**src/core/tbq_pkg.sv**
```systemverilog
// constants and types of the four-level line framer
package tbq_pkg;
    localparam int CLOCK_HZ = 25000000;
    localparam int BAUD_HZ = 80000;
    localparam int ACC_STEP = BAUD_HZ / 1000;
    localparam int ACC_MOD = CLOCK_HZ / 1000;
    localparam int ACC_W = $clog2(ACC_MOD) + 1;
    localparam int POS_W = 7;
    localparam int FRM_W = 3;
    localparam int CNT_W = 4;
    localparam int SCR_W = 23;
    localparam int SLOT_W = 18;
    localparam int OVH_W = 6;
    localparam int FRAME_SYMS = 120;
    localparam int SYNC_SYMS = 9;
    localparam int SLOT_SYMS = 9;
    localparam int SLOTS = 12;
    localparam int OVH_START = SYNC_SYMS + SLOTS * SLOT_SYMS;
    localparam int FRAMES = 8;
    localparam int TX_OFFSET = 60;
    localparam int ALIGN_DEF = 3;
    localparam int LOSS_DEF = 3;
    localparam logic [8:0] SYNC_SIGNS = 9'h18B;
    localparam logic [17:0] SYNC_PAIRS = 18'h2808A;
    localparam logic [17:0] INV_SYNC_PAIRS = 18'h02A20;
    localparam logic [22:0] SCR_TAPS_DEF = 23'h420000;
    localparam logic [17:0] IDLE_SLOT = 18'h3FFFF;
    typedef enum logic [2:0] {
        ALIGN_HUNT = 3'h1,
        ALIGN_CHECK = 3'h2,
        ALIGN_LOCKED = 3'h4
    } tbq_align_t;
endpackage

```
**src/core/tbq_framer.sv**
```systemverilog
// slot fifo and the framer with scrambler, mapper and receive alignment
`timescale 1ns/1ps

module tbq_fifo #(
    parameter int WIDTH = 18,
    parameter int DEPTH = 4
) (
    input wire logic clock,
    input wire logic reset_n,
    input wire logic in_valid,
    output logic in_ready,
    input wire logic [WIDTH-1:0] in_data,
    output logic out_valid,
    input wire logic out_ready,
    output logic [WIDTH-1:0] out_data
);
    localparam int AW = $clog2(DEPTH);
    logic [WIDTH-1:0] mem [DEPTH];
    logic [AW-1:0] rd_ptr, wr_ptr;
    logic [AW:0] count;
    logic push, pop;

    if (DEPTH < 2 || (1 << AW) != DEPTH) begin : g_chk
        $error("fifo depth must be a power of two, at least 2");
    end

    assign in_ready = count != (AW + 1)'(DEPTH);
    assign out_valid = count != '0;
    assign out_data = mem[rd_ptr];
    assign push = in_valid && in_ready;
    assign pop = out_valid && out_ready;

    always_ff @(posedge clock) begin
        if (push) begin
            mem[wr_ptr] <= in_data;
        end
    end

    always_ff @(posedge clock or negedge reset_n) begin
        if (!reset_n) begin
            rd_ptr <= '0;
            wr_ptr <= '0;
            count <= '0;
        end else begin
            if (push) begin
                wr_ptr <= wr_ptr + 1'b1;
            end
            if (pop) begin
                rd_ptr <= rd_ptr + 1'b1;
            end
            if (push && !pop) begin
                count <= count + 1'b1;
            end else if (pop && !push) begin
                count <= count - 1'b1;
            end
        end
    end
endmodule

// Behaviour
// - sign then magnitude bit form each symbol
// - four levels, two bits per symbol
// - pair user bits, scramble B and D
// - overhead bits paired and scrambled alike
// - receiver demaps, descrambles and demultiplexes
// - symbol rate is 80 kbaud
// - free running rate within 100 ppm
// - frame is 120 symbols, 1.5 ms
// - sync 1-9, data 10-117, overhead 118-120
// - twelve 18-bit slots per frame
// - slot: two octets then D pair
// - first D bit becomes sign bit
// - normal frames start with sync word
// - multiframe start uses inverted sync word
// - same sync codes both directions
// - eight frames, start found by inversion
// - sync word places channels, optional timing
// - transmit frame 60 symbols after receive
// - alignment method free, meet time limits
// - everything but sync word is scrambled
// - 48 overhead bits per multiframe carried
module tbq_framer #(
    parameter int ALIGN_COUNT = tbq_pkg::ALIGN_DEF,
    parameter int LOSS_COUNT = tbq_pkg::LOSS_DEF,
    parameter logic [22:0] TX_TAPS = tbq_pkg::SCR_TAPS_DEF,
    parameter logic [22:0] RX_TAPS = tbq_pkg::SCR_TAPS_DEF,
    parameter int FIFO_DEPTH = 4
) (
    input wire logic clock,
    input wire logic reset_n,
    input wire logic tx_slot_valid,
    output logic tx_slot_ready,
    input wire logic [17:0] tx_slot_data,
    input wire logic [5:0] tx_overhead,
    output logic [1:0] tx_symbol,
    output logic tx_symbol_valid,
    output logic [2:0] tx_frame_number,
    input wire logic [1:0] rx_symbol,
    input wire logic rx_symbol_valid,
    output logic [17:0] rx_slot_data,
    output logic rx_slot_valid,
    output logic [5:0] rx_overhead,
    output logic rx_overhead_valid,
    output logic [2:0] rx_frame_number,
    output logic rx_aligned
);
    localparam int PW = tbq_pkg::POS_W;
    localparam int CW = tbq_pkg::CNT_W;

    if (ALIGN_COUNT < 1 || ALIGN_COUNT > 15 || LOSS_COUNT < 1 || LOSS_COUNT > 15) begin : g_chk
        $error("alignment counts must lie in 1..15");
    end

    function automatic logic feedback(input logic [22:0] sr, input logic [22:0] taps);
        feedback = ^(sr & taps);
    endfunction
    function automatic logic [3:0] slot_phase(input logic [6:0] pos);
        slot_phase = 4'((pos - PW'(tbq_pkg::SYNC_SYMS)) % PW'(tbq_pkg::SLOT_SYMS));
    endfunction
    function automatic logic in_data_area(input logic [6:0] pos);
        in_data_area = pos >= PW'(tbq_pkg::SYNC_SYMS) && pos < PW'(tbq_pkg::OVH_START);
    endfunction

    // symbol rate tick from fractional accumulator, exact on average
    logic [tbq_pkg::ACC_W-1:0] acc, acc_sum;
    logic free_tick;
    assign acc_sum = acc + tbq_pkg::ACC_W'(tbq_pkg::ACC_STEP);
    assign free_tick = acc_sum >= tbq_pkg::ACC_W'(tbq_pkg::ACC_MOD);

    always_ff @(posedge clock or negedge reset_n) begin
        if (!reset_n) begin
            acc <= '0;
        end else if (free_tick) begin
            acc <= acc_sum - tbq_pkg::ACC_W'(tbq_pkg::ACC_MOD);
        end else begin
            acc <= acc_sum;
        end
    end

    logic ff_valid, ff_pop;
    logic [17:0] ff_data;

    tbq_fifo #(
        .WIDTH(tbq_pkg::SLOT_W),
        .DEPTH(FIFO_DEPTH)
    ) u_fifo (
        .clock(clock),
        .reset_n(reset_n),
        .in_valid(tx_slot_valid),
        .in_ready(tx_slot_ready),
        .in_data(tx_slot_data),
        .out_valid(ff_valid),
        .out_ready(ff_pop),
        .out_data(ff_data)
    );

    // receive and transmit state
    tbq_pkg::tbq_align_t state;
    logic [6:0] rx_pos, tx_pos, cur_pos;
    logic [2:0] rx_frame, tx_frame, cur_frame;
    logic [17:0] rx_hist, rx_shift, tx_shift, load_word, hist_next, rx_word;
    logic [22:0] rx_scr, tx_scr, sr1, r1;
    logic [CW-1:0] good, miss;
    logic [1:0] raw, tx_pair;
    logic tx_tick, lock_hit, in_sync, slot_start, ovh_start, do_load, sc1, sc2, sync_sign;
    logic fw_hit, ifw_hit, sync_hit, at_sync, d1, d2, rx_sync_area;

    assign rx_aligned = state == tbq_pkg::ALIGN_LOCKED;
    assign lock_hit = rx_aligned && rx_symbol_valid && rx_pos == PW'(tbq_pkg::TX_OFFSET);
    assign tx_tick = rx_aligned ? rx_symbol_valid : free_tick;
    assign tx_frame_number = tx_frame;
    assign rx_frame_number = rx_frame;

    always_comb begin
        cur_pos = lock_hit ? '0 : tx_pos;
        cur_frame = lock_hit ? rx_frame : tx_frame;
        in_sync = cur_pos < PW'(tbq_pkg::SYNC_SYMS);
        slot_start = in_data_area(cur_pos) && slot_phase(cur_pos) == '0;
        ovh_start = cur_pos == PW'(tbq_pkg::OVH_START);
        do_load = slot_start || ovh_start;
        if (ovh_start) begin
            load_word = {tx_overhead, 12'h000};
        end else begin
            load_word = ff_valid ? ff_data : tbq_pkg::IDLE_SLOT;
        end
        raw = do_load ? load_word[17:16] : tx_shift[17:16];
        sc1 = raw[1] ^ feedback(tx_scr, TX_TAPS);
        sr1 = {tx_scr[21:0], sc1};
        sc2 = raw[0] ^ feedback(sr1, TX_TAPS);
        sync_sign = tbq_pkg::SYNC_SIGNS[4'(8 - cur_pos)] ^ (cur_frame == '0);
        tx_pair = in_sync ? {sync_sign, 1'b0} : {sc1, sc2};
    end

    assign ff_pop = tx_tick && slot_start;

    always_ff @(posedge clock or negedge reset_n) begin
        if (!reset_n) begin
            tx_symbol <= '0;
            tx_symbol_valid <= 1'b0;
        end else begin
            tx_symbol_valid <= tx_tick;
            if (tx_tick) begin
                tx_symbol <= tx_pair;
            end
        end
    end

    always_ff @(posedge clock or negedge reset_n) begin
        if (!reset_n) begin
            tx_pos <= '0;
            tx_frame <= '0;
            tx_shift <= '0;
            tx_scr <= '0;
        end else if (tx_tick) begin
            if (cur_pos == PW'(tbq_pkg::FRAME_SYMS - 1)) begin
                tx_pos <= '0;
                tx_frame <= cur_frame + 1'b1;
            end else begin
                tx_pos <= cur_pos + 1'b1;
                tx_frame <= cur_frame;
            end
            tx_shift <= (do_load ? load_word : tx_shift) << 2;
            if (!in_sync) begin
                tx_scr <= {sr1[21:0], sc2};
            end
        end
    end

    // receive: demap, descramble, sync search

    always_comb begin
        hist_next = {rx_hist[15:0], rx_symbol};
        fw_hit = hist_next == tbq_pkg::SYNC_PAIRS;
        ifw_hit = hist_next == tbq_pkg::INV_SYNC_PAIRS;
        sync_hit = fw_hit || ifw_hit;
        at_sync = rx_pos == PW'(tbq_pkg::SYNC_SYMS - 1);
        rx_sync_area = rx_pos < PW'(tbq_pkg::SYNC_SYMS);
        d1 = rx_symbol[1] ^ feedback(rx_scr, RX_TAPS);
        r1 = {rx_scr[21:0], rx_symbol[1]};
        d2 = rx_symbol[0] ^ feedback(r1, RX_TAPS);
        rx_word = {rx_shift[15:0], d1, d2};
    end

    always_ff @(posedge clock or negedge reset_n) begin
        if (!reset_n) begin
            rx_hist <= '0;
            rx_scr <= '0;
            rx_shift <= '0;
        end else if (rx_symbol_valid) begin
            rx_hist <= hist_next;
            rx_shift <= rx_word;
            if (state == tbq_pkg::ALIGN_HUNT || !rx_sync_area) begin
                rx_scr <= {r1[21:0], rx_symbol[0]};
            end
        end
    end

    always_ff @(posedge clock or negedge reset_n) begin
        if (!reset_n) begin
            state <= tbq_pkg::ALIGN_HUNT;
            rx_pos <= '0;
            rx_frame <= '0;
            good <= '0;
            miss <= '0;
        end else if (rx_symbol_valid) begin
            rx_pos <= rx_pos == PW'(tbq_pkg::FRAME_SYMS - 1) ? '0 : rx_pos + 1'b1;
            if (sync_hit && (state == tbq_pkg::ALIGN_HUNT || at_sync)) begin
                rx_frame <= ifw_hit ? '0 : rx_frame + 1'b1;
            end
            case (state)
                tbq_pkg::ALIGN_HUNT: begin
                    if (sync_hit) begin
                        rx_pos <= PW'(tbq_pkg::SYNC_SYMS);
                        good <= CW'(1);
                        state <= ALIGN_COUNT == 1 ? tbq_pkg::ALIGN_LOCKED : tbq_pkg::ALIGN_CHECK;
                        miss <= '0;
                    end
                end
                tbq_pkg::ALIGN_CHECK: begin
                    if (at_sync) begin
                        if (!sync_hit) begin
                            state <= tbq_pkg::ALIGN_HUNT;
                        end else if (good + 1'b1 == CW'(ALIGN_COUNT)) begin
                            state <= tbq_pkg::ALIGN_LOCKED;
                        end else begin
                            good <= good + 1'b1;
                        end
                    end
                end
                tbq_pkg::ALIGN_LOCKED: begin
                    if (at_sync) begin
                        if (sync_hit) begin
                            miss <= '0;
                        end else if (miss + 1'b1 == CW'(LOSS_COUNT)) begin
                            state <= tbq_pkg::ALIGN_HUNT;
                        end else begin
                            miss <= miss + 1'b1;
                        end
                    end
                end
                default: begin
                    state <= tbq_pkg::ALIGN_HUNT;
                end
            endcase
        end
    end

    // demultiplex slots and overhead once aligned
    always_ff @(posedge clock or negedge reset_n) begin
        if (!reset_n) begin
            rx_slot_data <= '0;
            rx_slot_valid <= 1'b0;
            rx_overhead <= '0;
            rx_overhead_valid <= 1'b0;
        end else begin
            rx_slot_valid <= 1'b0;
            rx_overhead_valid <= 1'b0;
            if (rx_symbol_valid && rx_aligned) begin
                if (in_data_area(rx_pos) && slot_phase(rx_pos) == 4'(tbq_pkg::SLOT_SYMS - 1)) begin
                    rx_slot_data <= rx_word;
                    rx_slot_valid <= 1'b1;
                end
                if (rx_pos == PW'(tbq_pkg::FRAME_SYMS - 1)) begin
                    rx_overhead <= rx_word[5:0];
                    rx_overhead_valid <= 1'b1;
                end
            end
        end
    end
endmodule

```
**config.mk**
```make
export PLATFORM = sky130hd
export DESIGN_NAME = tbq_framer
export DESIGN_NICKNAME = d
export VERILOG_FILES = /design/src/core/tbq_pkg.sv /design/src/core/tbq_framer.sv
export SDC_FILE = /design/constraint.sdc
export NUM_CORES = 1
export LEC_CHECK = 0
export ABC_AREA = 1
export ABC_CLOCK_PERIOD_IN_PS = 5250
export BUFFER_PORTS_ARGS = -buffer_cell sky130_fd_sc_hd__clkbuf_2
export CORE_UTILIZATION = 62
export DETAILED_ROUTE_END_ITERATION = 10
export GPL_TIMING_DRIVEN = 0
export PLACE_DENSITY_LB_ADDON = 0.2
export SLEW_MARGIN = 40
export SYNTH_ARGS = -nofsm -noshare
export SYNTH_HDL_FRONTEND = slang
export SYNTH_SLANG_ARGS = --single-unit
```
**constraint.sdc**
```tcl
create_clock -name clock -period 5.25 [get_ports clock]
set_input_delay 0.525 -clock clock [delete_from_list [all_inputs] [get_ports clock]]
set_output_delay 0.525 -clock clock [all_outputs]
set_load 0.03 [all_outputs]
```
==> results.yml, run 1 <==
global_route:
  antenna_found_initial: 0
  grtUsageTotal: 0.268
  grt_pass1_wl_mm: 43.5
  grt_max_degree: 71
  overflow: 0
  grt_pass1_vias: 9093
yosys:
  syn_area_sq_um: 12300
  synth_top_area_frac: 0.351
  synth_top_cell_by_area: "dfrtp_1"
  synth_nets: 1420
  synth_common_cells: "nand2_1, dfrtp_1, inv_1, o21ai_0, nor2_1"
  synth.area.top_cells: "dfrtp_1, edfxtp_1, nand2_1"
  synth-edff-count: 72
  synthFlopType: "dfrtp_1"
  ys_ff_latch: 246
  yosysUniqueCellTypes: 52
  yosysWarnings: 0
  yosysMostFrequentCell: "nand2_1"
  synth_cells: 1357
  syn_area_per_cell_sq_um: 9.09
  yosysSeqAreaShare: 0.528
  postSynth.asyncResetShare: 0.707
timing:
  fin_setup_tns_ns: 0
  period_minus_slack_ns: 4.99
  drv_slew: 0
  tightest_slew_ns: 0.734
  max_clock_freq_mhz: 200
  fin_crit_sh: 0.950
  slew_headroom: 0.507
  hold_viol: 0
  setup_viol: 0
  skew_ns: 0.0209
power_and_ir_drop:
  power_w: 0.00726
  p_leak_nw: 6.71
  ir_drop_mv: 0.614
  power.density_nw_per_um2: 511
worst_setup_path:
  worstSetupEndpointType: "register"
  critPathKind: "register to register"
  critPathSlowestCell: "fa_1"
  critPathMaxFanout: 10
  r2r_setup_slack_ns: 0.26
  slowest_delay_ns: 0.42
  crit_arrival_ns: 5.41
  r2r-start: "state[1]"
  startpoint_type: "register"
  cp_data_required_time_ns: 5.67
  worstReg2RegEnd: "u_fifo.count[1]"
  r2r_cells: 34
  cpMostUsedCell: "nand2_2"
clock_tree:
  clkLatencyLatePin_ns: 0.53
  root_buffer: "clkbuf_16"
  cts_buffers: 26
  clock-sinks: 246
  tritoncts: "yes"
  clock_tree.buffer_depth: 3
  htree_levels: 1
  clk_pin_slew_ns: 0.07
job:
  drv_cap: 0
die:
  die_w_microns: 143
  core_area_sq_um: 19500
  rows: 51
  pin_count: 67
  dieArea_sq_um: 20500
  start_util: 0.634
  fp.dieH_microns: 143
cells_and_area:
  syn2layout_area_growth_pct: 15.2
  register_area_sq_um: 6520
  fin_area_sq_um: 14200
  postLayoutCoreUtil: 0.730
  drive_gt1_frac: 0.169
  antenna-diode-count: 0
  multi_input_area_sq_um: 5140
  fillCellCount: 1411
  fin_nets: 1530
routing:
  firstDrtPassIters: 5
  vias_per_cell: 5.53
  wl_mm: 26.8
  drc: 0
  wl_per_cell_microns: 15.3
  drt_iter0_drc: 711
  vias: 9683
  ant_nets: 0
worst_hold_path:
  worstHoldStart: "tx_slot_data[6]"
  worstHoldPathCells: 1
  hold_path.class: "primary input to register"
  min_to: "u_fifo.mem[0][6]"
placement:
  dp_hpwl_mm: 18.6
  gp_congestion: 0.892
  dpl_cell_area_sq_um: 13100
  numPortBuffers: 65
status:
  status: "finished, final reports clean"
[sequential cells by signal, indices dropped and copies added (netlist names), 7 cells and up]
register / cells
rx_pos: 7
rx_slot_data: 18
rx_hist: 16
acc: 13
u_fifo.mem: 72
rx_shift: 16
tx_scr: 23
rx_scr: 23
tx_shift: 16
tx_pos: 7
[power breakdown]
group,switching [W],total (W),internal [W]
registers,0.000185,0.00249,0.00231
logic,0.00184,0.00285,0.00102
clock network,0.000773,0.00191,0.00114
total,0.00279,0.00726,0.00446
[worst max path at each step]
| stage | from | end | slack, ns |
|---|---|---|---|
| after floorplan | rx_pos[0] | u_fifo.count[1] | 0.42 |
| after global placement | rx_pos[0] | u_fifo.count[1] | -0.1 |
| after detailed placement | rx_pos[0] | u_fifo.count[1] | -0.24 |
| after CTS | state[0] | u_fifo.count[1] | 0.007 |
| after global routing | rx_pos[1] | u_fifo.count[1] | -0.09 |
| final | state[1] | u_fifo.count[1] | 0.26 |
[cell families after synthesis]
family	count (synthesis)	synth area share
and+or+nand+nor	621	0.222
DFF	246	0.528
AOI/OAI and AO/OA	200	0.0968
buffers and inverters	187	0.0617
xor gates and xnor gates	50	0.0388
adders and majority gates	33	0.0341
muxes	20	0.0183
[layer usage]
layer,global-route usage,up-vias,part of all wire
li1,-,4722,-
met1,0.369,4624,0.45
met2,0.444,289,0.48
met3,0.0362,48,0.053
met4,0.0753,0,0.023
met5,0,-,0
[metrics by stage]
step                      instances  worst slack [ns]  hold slack, ns
after floorplan                1357             0.424           0.229
after global placement         1687           -0.0957           0.453
after detailed placement       1693            -0.244           0.458
after CTS                      1744           0.00750           0.187
after global routing           1752           -0.0889           0.189
final                          1752             0.262           0.203
[final cells by class]
cell class              count  share of cell area
well taps                 265              0.0233
clock buffers              31              0.0507
repair buffers             82              0.0376
multi-input cells         924               0.362
plain buffers              42              0.0147
inverters                 145              0.0392
flip-flops and latches    246               0.459
clock inverters            17              0.0134
[cells in the final DEF (no fill, tap or decap), types with 28 or more instances in the layout]
cell type,instances
a21oi_1,49
clkbuf_1,28
clkbuf_2,64
dfrtp_1,172
edfxtp_1,72
ha_1,30
inv_1,126
nand2_1,372
nand3_1,51
nand4_1,49
nor2_1,73
o21ai_0,94
xor2_1,35
[what timing repair did]
| item | in CTS | in global routing |
|---|---|---|
| pin swaps | 1 | 5 |
| endpoints found under the hold margin | 43 | 0 |
| hold buffers | 1 | 0 |
| setup buffers | 2 | 8 |
| endpoints found under the setup margin | 2 | 2 |
| gates resized for setup | 3 | 18 |
[worst max-delay path, delay by kind of cell (launching register included)]
family	cells	cell delay, ns
mux	1	0.27
flops	1	0.40
compound gates	1	0.18
buf+inv	7	0.61
fa+ha+maj	4	1.04
simple gates	21	2.31
Power figures use the tool's default switching activity.
==> run 2: changes to the inputs <==
- RECOVER_POWER: not set -> 100
==> run 2 against run 1 <==
Flip-flop and latch count unchanged; global-route usage unchanged; non-clock buffer count unchanged; first-iteration DRC count down 2.8%; fmax up 1.0%; register-to-register slack better by 0.05 ns; core utilization down 1.3 points; critical path depth unchanged; sequential power about the same; critical path type unchanged; the run now ends with max-capacitance violations, max-slew violations left; clock skew up 0.0015 ns; wire length about the same; total power down 1.4%.
==> results.yml, run 2 (synthesis gave the netlist of run 1 again) <==
placement:
  gp_congestion: 0.892
  dpl_cell_area_sq_um: 13100
  numPortBuffers: 65
  dp_hpwl_mm: 18.6
worst_setup_path:
  startpoint_type: "register"
  r2r_cells: 34
  worstReg2RegEnd: "u_fifo.count[1]"
  critPathMaxFanout: 10
  slowest_delay_ns: 0.54
  r2r_setup_slack_ns: 0.31
  cpMostUsedCell: "nand2_2"
  crit_arrival_ns: 5.36
  r2r-start: "state[0]"
  cp_data_required_time_ns: 5.67
  worstSetupEndpointType: "register"
  critPathSlowestCell: "dfstp_2"
  critPathKind: "register to register"
timing:
  setup_viol: 0
  skew_ns: 0.0224
  period_minus_slack_ns: 4.94
  tightest_slew_ns: 2.40
  whs_ns: 0.240
  max_clock_freq_mhz: 202
  hold_viol: 0
  drv_slew: 117
  slew_headroom: -0.597
  fin_crit_sh: 0.941
power_and_ir_drop:
  ir_drop_mv: 0.614
  p_leak_nw: 6.46
  power.density_nw_per_um2: 513
cells_and_area:
  fillCellCount: 1485
  register_area_sq_um: 6520
  largest_register: "u_fifo.mem"
  reg_top3: "u_fifo.mem: 72 flops, rx_scr: 23 flops, tx_scr: 23 flops"
  multi_input_area_sq_um: 5070
  final_common_cell: "nand2_1"
  mostFrequentLayoutCells: "nand2_1, dfrtp_1, inv_1, o21ai_0, clkbuf_1"
  syn2layout_area_growth_pct: 13.1
  fin_area_sq_um: 13900
  largest_register_ffs: 72
  postLayoutCoreUtil: 0.717
  antenna-diode-count: 0
  drive_gt1_frac: 0.116
  fin_nets: 1530
routing:
  wl_mm: 26.8
  drc: 0
  wl_per_cell_microns: 15.3
  ant_nets: 0
  vias: 9672
  firstDrtPassIters: 5
  vias_per_cell: 5.52
  drt_iter0_drc: 691
clock_tree:
  htree_levels: 1
  clk_pin_slew_ns: 0.07
  clock-sinks: 246
  tritoncts: "yes"
  clock_tree.buffer_depth: 3
  cts_buffers: 26
  root_buffer: "clkbuf_16"
  clkLatencyLatePin_ns: 0.54
die:
  rows: 51
  dieArea_sq_um: 20500
  pin_count: 67
  core_area_sq_um: 19500
  fp.dieH_microns: 143
  start_util: 0.634
  die_w_microns: 143
global_route:
  grt_max_degree: 71
  grtUsageTotal: 0.268
  antenna_found_initial: 0
  grt_pass1_wl_mm: 43.5
  grt_pass1_vias: 9093
  overflow: 0
worst_hold_path:
  hold_path.class: "primary input to register"
  worstHoldPathCells: 3
  worstHoldStart: "rx_symbol[1]"
  min_to: "rx_hist[1]"
status:
  violations: "max-capacitance violations, max-slew violations"
  status: "complete, but fails checks"
job:
  drv_cap: 2
==> run 2: critical path, delay by kind of cell (launching register included) <==
family	cells	cell delay, ns
DFF	1	0.54
adders and majority gates	4	1.03
muxes	1	0.27
buffers and inverters	5	0.48
and+or+nand+nor	24	2.44
==> run 2: worst max path at each step <==
stage	end	slack (ns)	startpoint	cells past startpoint
after floorplan	u_fifo.count[1]	0.42	rx_pos[0]	36
after global placement	u_fifo.count[1]	-0.1	rx_pos[0]	36
after detailed placement	u_fifo.count[1]	-0.24	rx_pos[0]	36
after CTS	u_fifo.count[1]	0.007	state[0]	34
after global routing	u_fifo.count[1]	-0.05	rx_pos[1]	34
final	u_fifo.count[1]	0.31	state[0]	34
==> run 2: timing repair <==
item | 4_1_cts | 5_1_grt
resized for setup | 3 | 18
pin swaps | 1 | 5
hold buffers | 1 | 0
buffers inserted | 2 | 8
setup endpoints to repair | 2 | 2
endpoints found under the hold margin | 43 | 0
==> run 2: final cells by class <==
type	instances	share of cell area
multi-input combinational	924	0.364
buffer	42	0.0142
tap	265	0.0238
sequential	246	0.467
clock buffer	31	0.0517
timing repair buffer	82	0.0259
inverter	145	0.0399
clock inverter	17	0.0136
==> run 2: power breakdown <==
part | switching (W) | total, W | internal (W) | leakage, nW
logic | 0.00180 | 0.00275 | 0.000952 | 3.10
clock network | 0.000771 | 0.00191 | 0.00114 | 0.442
registers | 0.000183 | 0.00249 | 0.00231 | 2.92
total | 0.00276 | 0.00715 | 0.00440 | 6.46
==> run 2: stage by stage <==
stage / std cells / power (W) / worst slack [ns] / TNS [ns]
after floorplan: 1357 / 0.00466 / 0.424 / 0
after CTS: 1744 / 0.00724 / 0.00750 / 0
after global placement: 1687 / 0.00517 / -0.0957 / -0.0957
after global routing: 1752 / 0.00762 / -0.0547 / -0.0869
after detailed placement: 1693 / 0.00531 / -0.244 / -0.311
final: 1752 / 0.00715 / 0.312 / 0
==> run 2: layer usage <==
layer	wire (microns)	share of wire	global-route usage	vias to the layer above
met5	0	0	0	-
met4	624	0.023	0.0753	0
met3	1410	0.053	0.0362	46
met1	12100	0.45	0.369	4629
met2	12700	0.47	0.444	269
li1	-	-	-	4728
==> run 3: changes to the inputs <==
- ABC_AREA: 1 -> 0
- CORE_UTILIZATION: 62 -> 36
==> run 3 against run 2 <==
Design area up 6.6%; critical path type unchanged; wire length up 1.9%; critical path depth down 10; final cell count down 1.4%; non-clock buffer count up 51; highest routed layer unchanged; total power down 10%; combinational power down 27%; hold slack worse by 0.0040 ns; first-iteration DRC count down 23%; fmax down 7.3%; the flow finishes with violations (max-capacitance violations, max-slew violations, negative setup slack); largest power group is now registers.
==> results.yml, run 3 <==
status:
  status: "complete, but fails checks"
  violations: "max-capacitance violations, max-slew violations, negative setup slack"
die:
  start_util: 0.367
  dieArea_sq_um: 35100
  fp.dieH_microns: 187
  pin_count: 67
  core_area_sq_um: 33700
  die_w_microns: 187
  rows: 67
yosys:
  yosysWarnings: 0
  synth_top_area_frac: 0.350
  syn_area_per_cell_sq_um: 11.1
  yosysMostFrequentCell: "dfrtp_1"
  synthFlopType: "dfrtp_1"
  ys_ff_latch: 246
  yosysUniqueCellTypes: 72
  synth.area.top_cells: "dfrtp_1, edfxtp_1, mux2_2"
  syn_area_sq_um: 12400
  synth_top_cell_by_area: "dfrtp_1"
  synth_cells: 1115
  synth-edff-count: 72
  synth_common_cells: "dfrtp_1, nand2_1, mux2_2, edfxtp_1, nor2_1"
  synth_nets: 1178
  yosysSeqAreaShare: 0.527
  postSynth.asyncResetShare: 0.707
worst_setup_path:
  startpoint_type: "register"
  critPathMaxFanout: 5
  crit_arrival_ns: 5.77
  cp_data_required_time_ns: 5.69
  critPathKind: "register to register"
  worstSetupEndpointType: "register"
routing:
  wl_mm: 27.4
  ant_nets: 0
  drc: 0
  firstDrtPassIters: 7
  vias_per_cell: 5.11
  vias: 8837
  wl_per_cell_microns: 15.8
  drt_iter0_drc: 535
clock_tree:
  clkLatencyLatePin_ns: 0.55
  tritoncts: "yes"
  root_buffer: "clkbuf_16"
  htree_levels: 1
  clk_pin_slew_ns: 0.06
  cts_buffers: 27
  clock_tree.buffer_depth: 3
  clock-sinks: 246
timing:
  setup_slack_ns: -0.0794
  max_clock_freq_mhz: 188
  skew_ns: 0.0218
  rsz0062_at_grt: "yes"
  setup_viol: 2
  slew_headroom: -0.861
  fin_crit_sh: 1.02
  period_minus_slack_ns: 5.33
  hold_viol: 0
  drv_slew: 178
  whs_ns: 0.236
  tightest_slew_ns: 2.79
  fin_setup_tns_ns: -0.0978
placement:
  gp_congestion: 0.854
  numPortBuffers: 66
  detailedPlace.worstSlack_ns: -0.989
  dpl_cell_area_sq_um: 13500
  dp_hpwl_mm: 18.5
cells_and_area:
  final_common_cell: "dfrtp_1"
  fin_area_sq_um: 14900
  reg_top3: "u_fifo.mem: 72 flops, rx_scr: 23 flops, tx_scr: 23 flops"
  fin_nets: 1324
  largest_register: "u_fifo.mem"
  syn2layout_area_growth_pct: 20.2
  mostFrequentLayoutCells: "dfrtp_1, nand2_1, clkbuf_1, mux2_2, edfxtp_1"
  antenna-diode-count: 0
  largest_register_ffs: 72
  drive_gt1_frac: 0.213
global_route:
  grt_max_degree: 65
  antenna_found_initial: 0
  grt_pass1_wl_mm: 45.4
  overflow: 0
  grt_pass1_vias: 8828
  grtUsageTotal: 0.156
power_and_ir_drop:
  p_int_w: 0.00433
  p_seq_frac: 0.399
  power.density_nw_per_um2: 431
  p_leak_nw: 6.09
  p_clk_frac: 0.288
  switchingPower_w: 0.00209
  power_frac_comb: 0.313
  switching_share: 0.325
  ir_drop_mv: 0.338
worst_hold_path:
  hold_path.class: "primary input to register"
job:
  drv_cap: 3
run 3: per-stage QoR:
| step | util | instances | power [W] |
|---|---|---|---|
| 6_report | 0.441 | 1728 | 0.00641 |
| 5_1_grt | 0.441 | 1728 | 0.00683 |
| 4_1_cts | 0.438 | 1705 | 0.00649 |
| 3_5_place_dp | 0.401 | 1633 | 0.00452 |
| 3_3_place_gp | 0.398 | 1629 | 0.00446 |
| 2_1_floorplan | - | 1115 | 0.00405 |
run 3: cell type report:
type | instances | area, sq um
tap | 448 | 561
sequential | 246 | 6520
fill | 3266 | 18800
buffer | 54 | 238
clock buffer | 35 | 726
multi-input combinational | 780 | 5900
timing repair buffer | 121 | 677
inverter | 31 | 119
clock inverter | 13 | 128
run 3: final timing paths:
check | from | end | slack (ns) | cells past startpoint
hold reg to reg | tx_scr[4] | tx_scr[6] | 0.46 | 2
setup / recovery | rx_pos[1] | u_fifo.count[1] | -0.08 | 24
max in group asynchronous | reset_n | rx_pos[6] | 0.94 | 3
setup reg to reg | rx_pos[1] | u_fifo.count[1] | -0.08 | 24
hold / removal | tx_slot_data[7] | u_fifo.mem[3][7] | 0.24 | 1
min in group asynchronous | reset_n | u_fifo.wr_ptr[0] | 1.40 | 2
run 3: per-layer routing:
layer / up-vias / share of wire / GRT usage / wire length, microns
met3: 44 / 0.032 / 0.0225 / 867
met2: 136 / 0.48 / 0.263 / 13100
met4: 0 / 0.022 / 0.0394 / 612
li1: 4314 / - / - / -
met5: - / 0 / 0 / 0
met1: 4343 / 0.47 / 0.210 / 12700
run 3: cells by family (layout without fill, tap and decap cells):
| group | count (synthesis) | in the layout | share of synthesized area |
|---|---|---|---|
| and+or+nand+nor | 385 | 385 | 0.150 |
| DFF | 246 | 246 | 0.527 |
| AOI/OAI and AO/OA | 198 | 198 | 0.105 |
| muxes | 111 | 111 | 0.117 |
| buffers and inverters | 89 | 254 | 0.0290 |
| xor gates and xnor gates | 51 | 51 | 0.0367 |
| adders and majority gates | 35 | 35 | 0.0356 |
run 3: power groups by stage:
| stage | clock (W) | combinational (W) | sequential [W] |
|---|---|---|---|
| 2_1_floorplan | 0 | 0.00152 | 0.00254 |
| 3_3_place_gp | 0 | 0.00185 | 0.00260 |
| 3_5_place_dp | 0 | 0.00191 | 0.00261 |
| 4_1_cts | 0.00190 | 0.00202 | 0.00256 |
| 5_1_grt | 0.00198 | 0.00224 | 0.00261 |
| 6_report | 0.00185 | 0.00201 | 0.00256 |
run 3: what timing repair did:
action	4_1_cts	5_1_grt
setup buffers	24	26
pin swaps	14	28
setup endpoints to repair	25	17
cloned	0	0
endpoints found under the hold margin	48	0
hold buffers	1	0
gates resized for setup	41	21
run 3: critical path, stage by stage, from the launching register on:
cell and delay (ns):
dfrtp_2 0.42, inv_4 0.07, ha_4 0.15, nand2_4 0.07
or4_4 0.65, nand2_8 0.10, ha_4 0.19, nor2b_4 0.23
o21ai_4 0.10, o21ai_4 0.19, nor4_4 0.07, o32ai_2 0.34
nor2b_4 0.26, ha_4 0.18, a21oi_2 0.06, o31ai_2 0.21
a21o_1 0.15, a32oi_2 0.15, nor3_4 0.20, o21bai_2 0.11
or3_4 0.37, ha_4 0.18, inv_2 0.05, fa_1 0.42
mux2_4 0.28
